==> src/logic/rsrb_pkg.sv <==
// Package: register map, field layout and timing constants for the serial register bank
package rsrb_pkg;
   localparam int          WORD_W       = 16;
   localparam int          ADDR_W       = 4;
   localparam int          DATA_W       = 12;
   localparam logic [3:0]  ADDR_TEST    = 4'h0;
   localparam logic [3:0]  ADDR_ENABLE  = 4'h1;
   localparam logic [3:0]  ADDR_SYNTHESIZER_SETUP   = 4'h2;
   localparam logic [3:0]  ADDR_CHANNEL = 4'h3;
   localparam logic [3:0]  ADDR_RECEIVE = 4'h4;
   localparam logic [3:0]  ADDR_TRANSMIT= 4'h5;
   localparam logic [11:0] RST_ENABLE   = 12'h01e;
   localparam logic [11:0] RST_SYNTHESIZER_SETUP    = 12'h040;
   localparam logic [11:0] RST_CHANNEL  = 12'h025;
   localparam logic [11:0] RST_RECEIVE  = 12'hfd2;
   localparam logic [11:0] RST_TRANSMIT = 12'h000;
   localparam logic [11:0] TEST_PATTERN = 12'h007;
   // Enable bit positions
   localparam int EN_AMP_BIAS = 10;
   localparam int EN_TX_FILT  = 9;
   localparam int EN_TX_UPC   = 8;
   localparam int EN_DET      = 7;
   localparam int EN_RX_DNC   = 6;
   localparam int EN_RX_LNA   = 5;
   localparam int EN_AUTOTUNE = 4;
   localparam int EN_PUMP     = 3;
   localparam int EN_LOOP     = 2;
   localparam int EN_OSC      = 1;
   // Field positions
   localparam int SY_PUMP_BIT = 6;
   localparam int SY_REF_MSB  = 5;
   localparam int CH_MSB      = 6;
   localparam int RX_ON2_LSB  = 9;
   localparam int RX_ON1_LSB  = 6;
   localparam int RX_DET_LSB  = 4;
   localparam int RX_SF_BIT   = 3;
   localparam int RX_BW_MSB   = 2;
   localparam int TX_PA_MSB   = 3;
   // Host register map (APB, byte addresses)
   localparam logic [11:0] HREG_CTRL   = 12'h000;
   localparam logic [11:0] HREG_WORD   = 12'h004;
   localparam logic [11:0] HREG_STATUS = 12'h008;
   localparam logic [11:0] HREG_DIV    = 12'h00c;
   localparam logic [7:0]  DIV_RESET   = 8'h04;
   localparam int          CTRL_SHDN_N = 0;
   localparam int          CTRL_TX_ON  = 1;
   localparam int          CTRL_RX_ON  = 2;
   localparam int          CTRL_GAIN   = 3;
   localparam logic [3:0]  FRAME_GAP   = 4'h4;
endpackage
==> src/logic/rsrb_link_if.sv <==
// Interface: three-wire serial link plus mode pins between controller and bank
`timescale 1ns/1ps
`default_nettype none
interface rsrb_link_if;
   logic frame_select_n;
   logic sclk;
   logic sdata;
   logic shutdown_n;
   logic transmit_on;
   logic receive_on;
   logic lna_gain_select;
   modport ctrl (output frame_select_n, output sclk, output sdata, output shutdown_n,
                 output transmit_on, output receive_on, output lna_gain_select);
   modport bank (input frame_select_n, input sclk, input sdata, input shutdown_n,
                 input transmit_on, input receive_on, input lna_gain_select);
endinterface
`default_nettype wire

==> src/logic/rsrb_bank.sv <==
// Device end: serial shift register, register bank and block enable logic
`timescale 1ns/1ps
`default_nettype none
module rsrb_bank
   import rsrb_pkg::*;
(
   input  wire logic       CLK_I,
   input  wire logic       RST_I,
   rsrb_link_if.bank       LINK,
   output logic            AMP_BIAS_ON_O,
   output logic            TX_FILTER_ON_O,
   output logic            TX_UPCONV_ON_O,
   output logic            DETECTOR_ON_O,
   output logic            RX_DOWNCONV_ON_O,
   output logic            RX_LNA_ON_O,
   output logic            AUTOTUNER_ON_O,
   output logic            CHARGE_PUMP_ON_O,
   output logic            SYNTHESIZER_SETUP_LOOP_ON_O,
   output logic            OSCILLATOR_ON_O,
   output logic            LNA_HIGH_GAIN_O,
   output logic            PUMP_CURRENT_SEL_O,
   output logic [5:0]      REF_DIVIDER_SEL_O,
   output logic [6:0]      CHANNEL_SELECT_O,
   output logic [2:0]      OFFSET_NULL_PARAM_TWO_O,
   output logic [2:0]      OFFSET_NULL_PARAM_ONE_O,
   output logic [1:0]      DETECTOR_MIDPOINT_SEL_O,
   output logic            SPECIAL_FUNCTION_O,
   output logic [2:0]      FILTER_CORNER_SEL_O,
   output logic [3:0]      AMP_BIAS_LEVEL_O,
   output logic [11:0]     TEST_WORD_O
);
   // RST_I stands for the digital supply rising from zero
   logic [6:0]  s1_q;
   logic [6:0]  s2_q;
   logic        clk_prev_q;
   logic        fs_prev_q;
   logic [15:0] shift_q;
   logic [11:0] en_q;
   logic [11:0] syn_q;
   logic [11:0] chn_q;
   logic [11:0] rcv_q;
   logic [11:0] xmt_q;
   logic [11:0] tst_q;
   logic        sclk_rise;
   logic        frame_end;
   logic        sd_n;
   logic        tx_s;
   logic        rx_s;

   ////////////////////////////////////////////////////////////////////////
   // Two-stage synchronisers; the first stage feeds nothing else
   always_ff @(posedge CLK_I or posedge RST_I) begin
      if (RST_I) begin
         s1_q <= 7'h01;
         s2_q <= 7'h01;
      end else begin
         s1_q <= {LINK.lna_gain_select, LINK.receive_on, LINK.transmit_on,
                  LINK.shutdown_n, LINK.sdata, LINK.sclk, LINK.frame_select_n};
         s2_q <= s1_q;
      end
   end

   always_ff @(posedge CLK_I or posedge RST_I) begin
      if (RST_I) begin
         clk_prev_q <= 1'b0;
         fs_prev_q  <= 1'b1;
      end else begin
         clk_prev_q <= s2_q[1];
         fs_prev_q  <= s2_q[0];
      end
   end

   assign sclk_rise = s2_q[1] & ~clk_prev_q & ~s2_q[0];
   assign frame_end = s2_q[0] & ~fs_prev_q;
   assign sd_n      = s2_q[3];
   assign tx_s      = s2_q[4];
   assign rx_s      = s2_q[5];

   ////////////////////////////////////////////////////////////////////////
   // Shift register: oldest bit falls off, no length check
   always_ff @(posedge CLK_I or posedge RST_I) begin
      if (RST_I) begin
         shift_q <= 16'h0000;
      end else if (sclk_rise) begin
         shift_q <= {shift_q[14:0], s2_q[2]};
      end
   end

   ////////////////////////////////////////////////////////////////////////
   // Register bank; writes accepted regardless of shutdown
   always_ff @(posedge CLK_I or posedge RST_I) begin
      if (RST_I) begin
         en_q  <= RST_ENABLE;
         syn_q <= RST_SYNTHESIZER_SETUP;
         chn_q <= RST_CHANNEL;
         rcv_q <= RST_RECEIVE;
         xmt_q <= RST_TRANSMIT;
         tst_q <= TEST_PATTERN;
      end else if (frame_end) begin
         unique case (shift_q[WORD_W-1 -: ADDR_W])
            ADDR_TEST:     tst_q <= shift_q[DATA_W-1:0];
            ADDR_ENABLE:   en_q  <= shift_q[DATA_W-1:0];
            ADDR_SYNTHESIZER_SETUP:    syn_q <= shift_q[DATA_W-1:0];
            ADDR_CHANNEL:  chn_q <= shift_q[DATA_W-1:0];
            ADDR_RECEIVE:  rcv_q <= shift_q[DATA_W-1:0];
            ADDR_TRANSMIT: xmt_q <= shift_q[DATA_W-1:0];
            default: ;
         endcase
      end
   end

   ////////////////////////////////////////////////////////////////////////
   // Block enables, registered so outputs come from flip-flops
   always_ff @(posedge CLK_I or posedge RST_I) begin
      if (RST_I) begin
         AMP_BIAS_ON_O    <= 1'b0;
         TX_FILTER_ON_O   <= 1'b0;
         TX_UPCONV_ON_O   <= 1'b0;
         DETECTOR_ON_O    <= 1'b0;
         RX_DOWNCONV_ON_O <= 1'b0;
         RX_LNA_ON_O      <= 1'b0;
         AUTOTUNER_ON_O   <= 1'b0;
         CHARGE_PUMP_ON_O <= 1'b0;
         SYNTHESIZER_SETUP_LOOP_ON_O  <= 1'b0;
         OSCILLATOR_ON_O  <= 1'b0;
         LNA_HIGH_GAIN_O  <= 1'b0;
      end else begin
         AMP_BIAS_ON_O    <= sd_n & (en_q[EN_AMP_BIAS] | tx_s);
         TX_FILTER_ON_O   <= sd_n & (en_q[EN_TX_FILT] | tx_s);
         TX_UPCONV_ON_O   <= sd_n & (en_q[EN_TX_UPC] | tx_s);
         DETECTOR_ON_O    <= sd_n & (en_q[EN_DET] | rx_s);
         RX_DOWNCONV_ON_O <= sd_n & (en_q[EN_RX_DNC] | rx_s);
         RX_LNA_ON_O      <= sd_n & (en_q[EN_RX_LNA] | rx_s);
         AUTOTUNER_ON_O   <= sd_n & (en_q[EN_AUTOTUNE] | rx_s | tx_s);
         CHARGE_PUMP_ON_O <= sd_n & en_q[EN_PUMP];
         SYNTHESIZER_SETUP_LOOP_ON_O  <= sd_n & en_q[EN_LOOP];
         OSCILLATOR_ON_O  <= sd_n & en_q[EN_OSC];
         LNA_HIGH_GAIN_O  <= s2_q[6];
      end
   end

   ////////////////////////////////////////////////////////////////////////
   // Field outputs straight from the bank flops
   always_comb begin
      PUMP_CURRENT_SEL_O      = syn_q[SY_PUMP_BIT];
      REF_DIVIDER_SEL_O       = syn_q[SY_REF_MSB:0];
      CHANNEL_SELECT_O        = chn_q[CH_MSB:0];
      OFFSET_NULL_PARAM_TWO_O = rcv_q[RX_ON2_LSB +: 3];
      OFFSET_NULL_PARAM_ONE_O = rcv_q[RX_ON1_LSB +: 3];
      DETECTOR_MIDPOINT_SEL_O = rcv_q[RX_DET_LSB +: 2];
      SPECIAL_FUNCTION_O      = rcv_q[RX_SF_BIT];
      FILTER_CORNER_SEL_O     = rcv_q[RX_BW_MSB:0];
      AMP_BIAS_LEVEL_O        = xmt_q[TX_PA_MSB:0];
      TEST_WORD_O             = tst_q;
   end
endmodule
`default_nettype wire

==> src/flat_wrapper.sv <==
// flat-port wrapper written by rule: the top's interface ports become plain ports
module rsrb_bank_flat import rsrb_pkg::*;
  (CLK_I, RST_I, AMP_BIAS_ON_O, TX_FILTER_ON_O, TX_UPCONV_ON_O, DETECTOR_ON_O, RX_DOWNCONV_ON_O, RX_LNA_ON_O, AUTOTUNER_ON_O, CHARGE_PUMP_ON_O, SYNTHESIZER_SETUP_LOOP_ON_O, OSCILLATOR_ON_O, LNA_HIGH_GAIN_O, PUMP_CURRENT_SEL_O, REF_DIVIDER_SEL_O, CHANNEL_SELECT_O, OFFSET_NULL_PARAM_TWO_O, OFFSET_NULL_PARAM_ONE_O, DETECTOR_MIDPOINT_SEL_O, SPECIAL_FUNCTION_O, FILTER_CORNER_SEL_O, AMP_BIAS_LEVEL_O, TEST_WORD_O, LINK_frame_select_n, LINK_sclk, LINK_sdata, LINK_shutdown_n, LINK_transmit_on, LINK_receive_on, LINK_lna_gain_select);
  rsrb_link_if LINK_i ();
  input  wire logic CLK_I;
  input  wire logic RST_I;
  output logic AMP_BIAS_ON_O;
  output logic TX_FILTER_ON_O;
  output logic TX_UPCONV_ON_O;
  output logic DETECTOR_ON_O;
  output logic RX_DOWNCONV_ON_O;
  output logic RX_LNA_ON_O;
  output logic AUTOTUNER_ON_O;
  output logic CHARGE_PUMP_ON_O;
  output logic SYNTHESIZER_SETUP_LOOP_ON_O;
  output logic OSCILLATOR_ON_O;
  output logic LNA_HIGH_GAIN_O;
  output logic PUMP_CURRENT_SEL_O;
  output logic [5:0] REF_DIVIDER_SEL_O;
  output logic [6:0] CHANNEL_SELECT_O;
  output logic [2:0] OFFSET_NULL_PARAM_TWO_O;
  output logic [2:0] OFFSET_NULL_PARAM_ONE_O;
  output logic [1:0] DETECTOR_MIDPOINT_SEL_O;
  output logic SPECIAL_FUNCTION_O;
  output logic [2:0] FILTER_CORNER_SEL_O;
  output logic [3:0] AMP_BIAS_LEVEL_O;
  output logic [11:0] TEST_WORD_O;
  input wire logic [$bits(LINK_i.frame_select_n)-1:0] LINK_frame_select_n;
  input wire logic [$bits(LINK_i.sclk)-1:0] LINK_sclk;
  input wire logic [$bits(LINK_i.sdata)-1:0] LINK_sdata;
  input wire logic [$bits(LINK_i.shutdown_n)-1:0] LINK_shutdown_n;
  input wire logic [$bits(LINK_i.transmit_on)-1:0] LINK_transmit_on;
  input wire logic [$bits(LINK_i.receive_on)-1:0] LINK_receive_on;
  input wire logic [$bits(LINK_i.lna_gain_select)-1:0] LINK_lna_gain_select;
  assign LINK_i.frame_select_n = LINK_frame_select_n;
  assign LINK_i.sclk = LINK_sclk;
  assign LINK_i.sdata = LINK_sdata;
  assign LINK_i.shutdown_n = LINK_shutdown_n;
  assign LINK_i.transmit_on = LINK_transmit_on;
  assign LINK_i.receive_on = LINK_receive_on;
  assign LINK_i.lna_gain_select = LINK_lna_gain_select;
  rsrb_bank u_core (.CLK_I(CLK_I), .RST_I(RST_I), .LINK(LINK_i), .AMP_BIAS_ON_O(AMP_BIAS_ON_O), .TX_FILTER_ON_O(TX_FILTER_ON_O), .TX_UPCONV_ON_O(TX_UPCONV_ON_O), .DETECTOR_ON_O(DETECTOR_ON_O), .RX_DOWNCONV_ON_O(RX_DOWNCONV_ON_O), .RX_LNA_ON_O(RX_LNA_ON_O), .AUTOTUNER_ON_O(AUTOTUNER_ON_O), .CHARGE_PUMP_ON_O(CHARGE_PUMP_ON_O), .SYNTHESIZER_SETUP_LOOP_ON_O(SYNTHESIZER_SETUP_LOOP_ON_O), .OSCILLATOR_ON_O(OSCILLATOR_ON_O), .LNA_HIGH_GAIN_O(LNA_HIGH_GAIN_O), .PUMP_CURRENT_SEL_O(PUMP_CURRENT_SEL_O), .REF_DIVIDER_SEL_O(REF_DIVIDER_SEL_O), .CHANNEL_SELECT_O(CHANNEL_SELECT_O), .OFFSET_NULL_PARAM_TWO_O(OFFSET_NULL_PARAM_TWO_O), .OFFSET_NULL_PARAM_ONE_O(OFFSET_NULL_PARAM_ONE_O), .DETECTOR_MIDPOINT_SEL_O(DETECTOR_MIDPOINT_SEL_O), .SPECIAL_FUNCTION_O(SPECIAL_FUNCTION_O), .FILTER_CORNER_SEL_O(FILTER_CORNER_SEL_O), .AMP_BIAS_LEVEL_O(AMP_BIAS_LEVEL_O), .TEST_WORD_O(TEST_WORD_O));
endmodule
==> config.mk <==
export PLATFORM = sky130hd
export DESIGN_NAME = rsrb_bank_flat
export DESIGN_NICKNAME = d
export VERILOG_FILES = /design/src/logic/rsrb_pkg.sv /design/src/logic/rsrb_link_if.sv /design/src/logic/rsrb_bank.sv /design/src/flat_wrapper.sv
export SDC_FILE = /design/constraint.sdc
export NUM_CORES = 1
export LEC_CHECK = 0
export BUFFER_PORTS_ARGS = -buffer_cell sky130_fd_sc_hd__clkbuf_2
export CAP_MARGIN = 40
export CORE_ASPECT_RATIO = 1.5
export CORE_MARGIN = 8
export CORE_UTILIZATION = 50
export CTS_CLUSTER_DIAMETER = 200
export CTS_CLUSTER_SIZE = 25
export DETAILED_ROUTE_END_ITERATION = 6
export PLACE_DENSITY_LB_ADDON = 0.08
export SLEW_MARGIN = 10
export SYNTH_ARGS = -nofsm -noshare
export SYNTH_HDL_FRONTEND = slang
export SYNTH_SLANG_ARGS = --single-unit
==> constraint.sdc <==
create_clock -name CLK_I -period 6.8 [get_ports CLK_I]
set_clock_uncertainty 0.2 [all_clocks]
set_input_delay 0.34 -clock CLK_I [delete_from_list [all_inputs] [get_ports CLK_I]]
set_output_delay 0.34 -clock CLK_I [all_outputs]
set_load 0.05 [all_outputs]
-- Yosys cells after proc, flatten, opt, wreduce, memory -nomap -nowiden
Index checks and enable logic that the tools add are counted.
- reduce and logical (&&, ||, !) cells: 7
- bitwise operators: 24
- eq/ne operators: 5
- operators with widths (operator ; count):
    $and A1 B1 Y1 ; 13
    $reduce_and A2 Y1 ; 6
    $eq A4 B2 Y1 const B ; 2
    $eq A4 B3 Y1 const B ; 2
    $or A1 B1 Y1 ; 8
    $eq A4 B1 Y1 const B ; 1
    $logic_not A4 Y1 ; 1
    $not A1 Y1 ; 3
- register bits after elaboration: 96
- output and inout bits: 53
- logic and storage cells: 58
- input port bits: 9

-- Longest topological paths before layout
- depth in word-level cells: 3
- depth in mapped cells: 4
- gate-level depth less buffers: 3

-- Worst setup path after synthesis
OpenSTA, ideal clock, no wires.
- path type: register -> register
- start: register u_core.s2_q[0]
- end: register u_core.chn_q[1]
- slack: 4.986 ns
- arrival: 1.490 ns
- path buffers: 1
- required time: 6.475 ns
- period minus slack after synthesis: 1.814 ns
- setup time: 0.125 ns
- cell stages (with the launch flop): 5
- cells stage by stage: dfstp_2 > nor4b_4 > and3_1 > buf_4 > mux2_2
- longest elaborated chain between the ends: 2
- RTL lines (what ; RTL line ; RTL):
    start, declared ; rsrb_bank.sv:34 ; logic [6:0] s2_q;
    start signal, assigned ; rsrb_bank.sv:59 ; s2_q <= s1_q;
    $and A1 B1 Y1 ; rsrb_bank.sv:74 ; assign frame_end = s2_q[0] & ~fs_prev_q;
    $reduce_and A2 Y1 (no source line) ; n/a ;
    end signal, assigned ; rsrb_bank.sv:104 ; ADDR_CHANNEL: chn_q <= shift_q[DATA_W-1:0];
    end, declared ; rsrb_bank.sv:40 ; logic [11:0] chn_q;
Every way passes these cells.
A chain may end at the register's enable or synchronous reset.

-- Final worst setup path
- start: register u_core.shift_q[12]
- end: register u_core.rcv_q[0]
- longest elaborated chain between the ends: 2
- RTL lines (what ; RTL line ; RTL):
    start, declared ; rsrb_bank.sv:37 ; logic [15:0] shift_q;
    start signal, assigned ; rsrb_bank.sv:85 ; shift_q <= {shift_q[14:0], s2_q[2]};
    $eq A4 B3 Y1 ; rsrb_bank.sv:100 ; unique case (shift_q[WORD_W-1 -: ADDR_W])
    $reduce_and A2 Y1 (no source line) ; n/a ;
    end signal, assigned ; rsrb_bank.sv:105 ; ADDR_RECEIVE: rcv_q <= shift_q[DATA_W-1:0];
    end, declared ; rsrb_bank.sv:41 ; logic [11:0] rcv_q;
Every way passes these cells.

==> flow_summary.yaml <==
outcome:
  status: "finished clean"
layout:
  area_growth_pct: 19.1
  antenna_cells: 0
  fillers: 525
  finalNetCount: 276
  finish.utilization_pct: 61.5
  multi_input_area_sq_um: 931
  regArea_sq_mm: 0.00240
  drive_gt1_share_pct: 62.9
synth:
  yosys.area.top_type: "dfrtp_1"
  yosysTopAreaCellShare_pct: 54.1
  synth_edf_count: 0
  syn-instance-count: 190
  synthArstFlopShare_pct: 100
  synth.most_common_cell: "dfrtp_1"
  synth.avg_cell_area_sq_um: 17.8
  ys_top_cells_by_area: "dfrtp_1 (54%), mux2_2 (23%), dfstp_2 (17%)"
  ys.flop_type: "dfrtp_1"
  synth_cell_types: 19
  synth_warnings: 0
  ys_seq_area_share_pct: 71.3
  syn_area_sq_mm: 0.00337
  synth-seq-cells: 95
  syn_nets: 199
  synth_commonest_cells: "dfrtp_1 (73), mux2_2 (68), dfstp_2 (22)"
global_route:
  overflow: 0
  antenna_found_initial: 0
  grt_usage_pct: 13.4
  grt_pass1_vias: 1950
  grt_first_pass_wirelength_um: 10100
  grt_max_degree: 62
floorplan:
  initial_core_util_pct: 51.7
  die_h_um: 117
  die_w_um: 83.1
  pin_count: 62
  core_sq_mm: 0.00653
  rows: 36
  dieArea_sq_mm: 0.00969
sta:
  setup_viol: 0
  finalCritPeriodShare_pct: 29.8
  post-route-min-period_ns: 2.03
  fmax_mhz: 493
  hold_violations: 0
  setup_ws_ns: 4.77
  tns_ns: 0
  slew_headroom_pct: 50.3
  rsz0062_at_grt: "false"
  hold_ws_ns: 0.152
  drv_slew: 0
  worstMarginPinSlew_ns: 0.746
worst_setup_path:
  rrSetupSlack_ns: 4.77
  critical_path_class: "flop to flop"
  path_max_fanout: 12
  cp-end-kind: "flop"
  cp.arrival_ns: 2.07
  cp.required_ns: 6.84
  crit_path_start_kind: "flop"
placed_design:
  port_buffers: 61
  post-dp-hpwl_um: 4050
  place.gp.congestion: 0.685
  pre_cts_slack_ns: 4.75
power:
  power.leakage_nw: 2.03
  peakVddDrop_mv: 0.136
  power.switching_uw: 361
  power.total_mw: 1.21
  pwr-share-seq_pct: 56.3
  p_int_uw: 848
  p_clk_share_pct: 28.2
  switching_share_pct: 29.9
  powerDensity_mw_per_mm2: 301
  comb_power_share_pct: 15.5
route:
  first_iter_violations: 41
  drt-total-wl_um: 5950
  vias: 1775
  dr.pass1.iters: 3
  wl_per_cell_um: 17.1
  viasPerCell: 5.10
  ant_nets: 0
  drc: 0
worst_hold_path:
  worstHoldPathType: "flop to flop"
cts:
  clockBufferDepth: 2
  cts_hold_buf: 8
  post-cts-setup-buffers: 0
  htreeDepth: 3
  clock_sinks: 95
  cts.clk_slew.worst_paths_ns: 0.08
  cts_tree: "done"
  clk_latency_ns: 0.36
  cts-buffers-inserted: 9
  cts_resized: 0
  root_buffer: "clkbuf_8"
flow_run:
  maxCapViolCount: 0
-- layer usage --
layer / vias up / global-route usage (%) / wire length [um] / part of all wire, %
li1: 822 / - / - / -
met1: 894 / 15.6 / 2570 / 43
met2: 48 / 20.3 / 2800 / 47
met3: 11 / 4.75 / 409 / 6.9
met4: 0 / 9.53 / 167 / 2.8
met5: - / 0 / 0 / 0
-- worst paths after layout --
path / from / end / cells after the start
max: u_core.shift_q[12] / u_core.rcv_q[0] / 3
min: u_core.s1_q[5] / u_core.s2_q[5] / 0
max reg2reg: u_core.shift_q[12] / u_core.rcv_q[0] / 3
min reg2reg: u_core.s1_q[5] / u_core.s2_q[5] / 0
max in group asynchronous: RST_I / u_core.TEST_WORD_O[5] / 4
min in group asynchronous: RST_I / u_core.syn_q[3] / 3
-- sequential cells by signal, indices dropped and copies added, names as in the netlist, 4 cells and up --
| name | flops |
|---|---|
| u_core.shift_q | 16 |
| u_core.TEST_WORD_O | 12 |
| u_core.rcv_q | 12 |
| u_core.en_q | 10 |
| u_core.chn_q | 7 |
| u_core.s1_q | 7 |
| u_core.s2_q | 7 |
| u_core.syn_q | 7 |
| u_core.xmt_q | 4 |
-- power by group through the flow --
stage | clock, mW | combinational, mW | sequential, mW
after CTS | 0.350 | 0.191 | 0.682
after floorplan | 0 | 0.0599 | 0.760
final | 0.341 | 0.188 | 0.681
after global placement | 0 | 0.185 | 0.691
after global routing | 0.375 | 0.200 | 0.693
after detailed placement | 0 | 0.187 | 0.694
-- cells in the final DEF, fill, tap and decap left out --
| cell type | instances |
|---|---|
| and2_1 | 3 |
| and3_1 | 1 |
| buf_4 | 2 |
| clkbuf_1 | 4 |
| clkbuf_2 | 61 |
| clkbuf_8 | 12 |
| dfrtp_1 | 73 |
| dfstp_2 | 22 |
| dlygate4sd3_1 | 8 |
| inv_4 | 1 |
| mux2_2 | 68 |
| nand2_2 | 2 |
| nand3b_2 | 1 |
| nand4_1 | 2 |
| nor2_1 | 2 |
| nor2b_1 | 1 |
| nor3b_2 | 1 |
| nor4b_4 | 1 |
| o21a_1 | 6 |
| o31a_1 | 1 |
-- through the flow --
stage / cell area (sq um) / cells
CTS: 4020 / 348
detailed placement: 3760 / 324
global route: 4020 / 348
floorplan: 3370 / 190
finish: 4020 / 348
global placement: 3760 / 324
-- worst max-delay path, cell delays in order (launching register included) --
cell and delay [ns]:
dfrtp_1 0.43, nor2_1 0.19, nand4_1 0.60, mux2_2 0.51
-- area by class of cell --
| cell class | count | area share, % |
|---|---|---|
| sequential | 95 | 59.9 |
| clock buffer | 16 | 4.48 |
| inverter | 1 | 0.156 |
| timing repair buffer | 71 | 9.97 |
| multi-input combinational | 89 | 23.2 |
| tap | 76 | 2.37 |
-- cells by family after synthesis --
kind of cell | share of synthesized area, %
muxes | 22.7
DFF | 71.3
buffers and inverters | 1.15
and+or+nand+nor | 3.30
AOI/OAI and AO/OA | 1.59
Note: power is estimated with default switching activity, not from simulation.
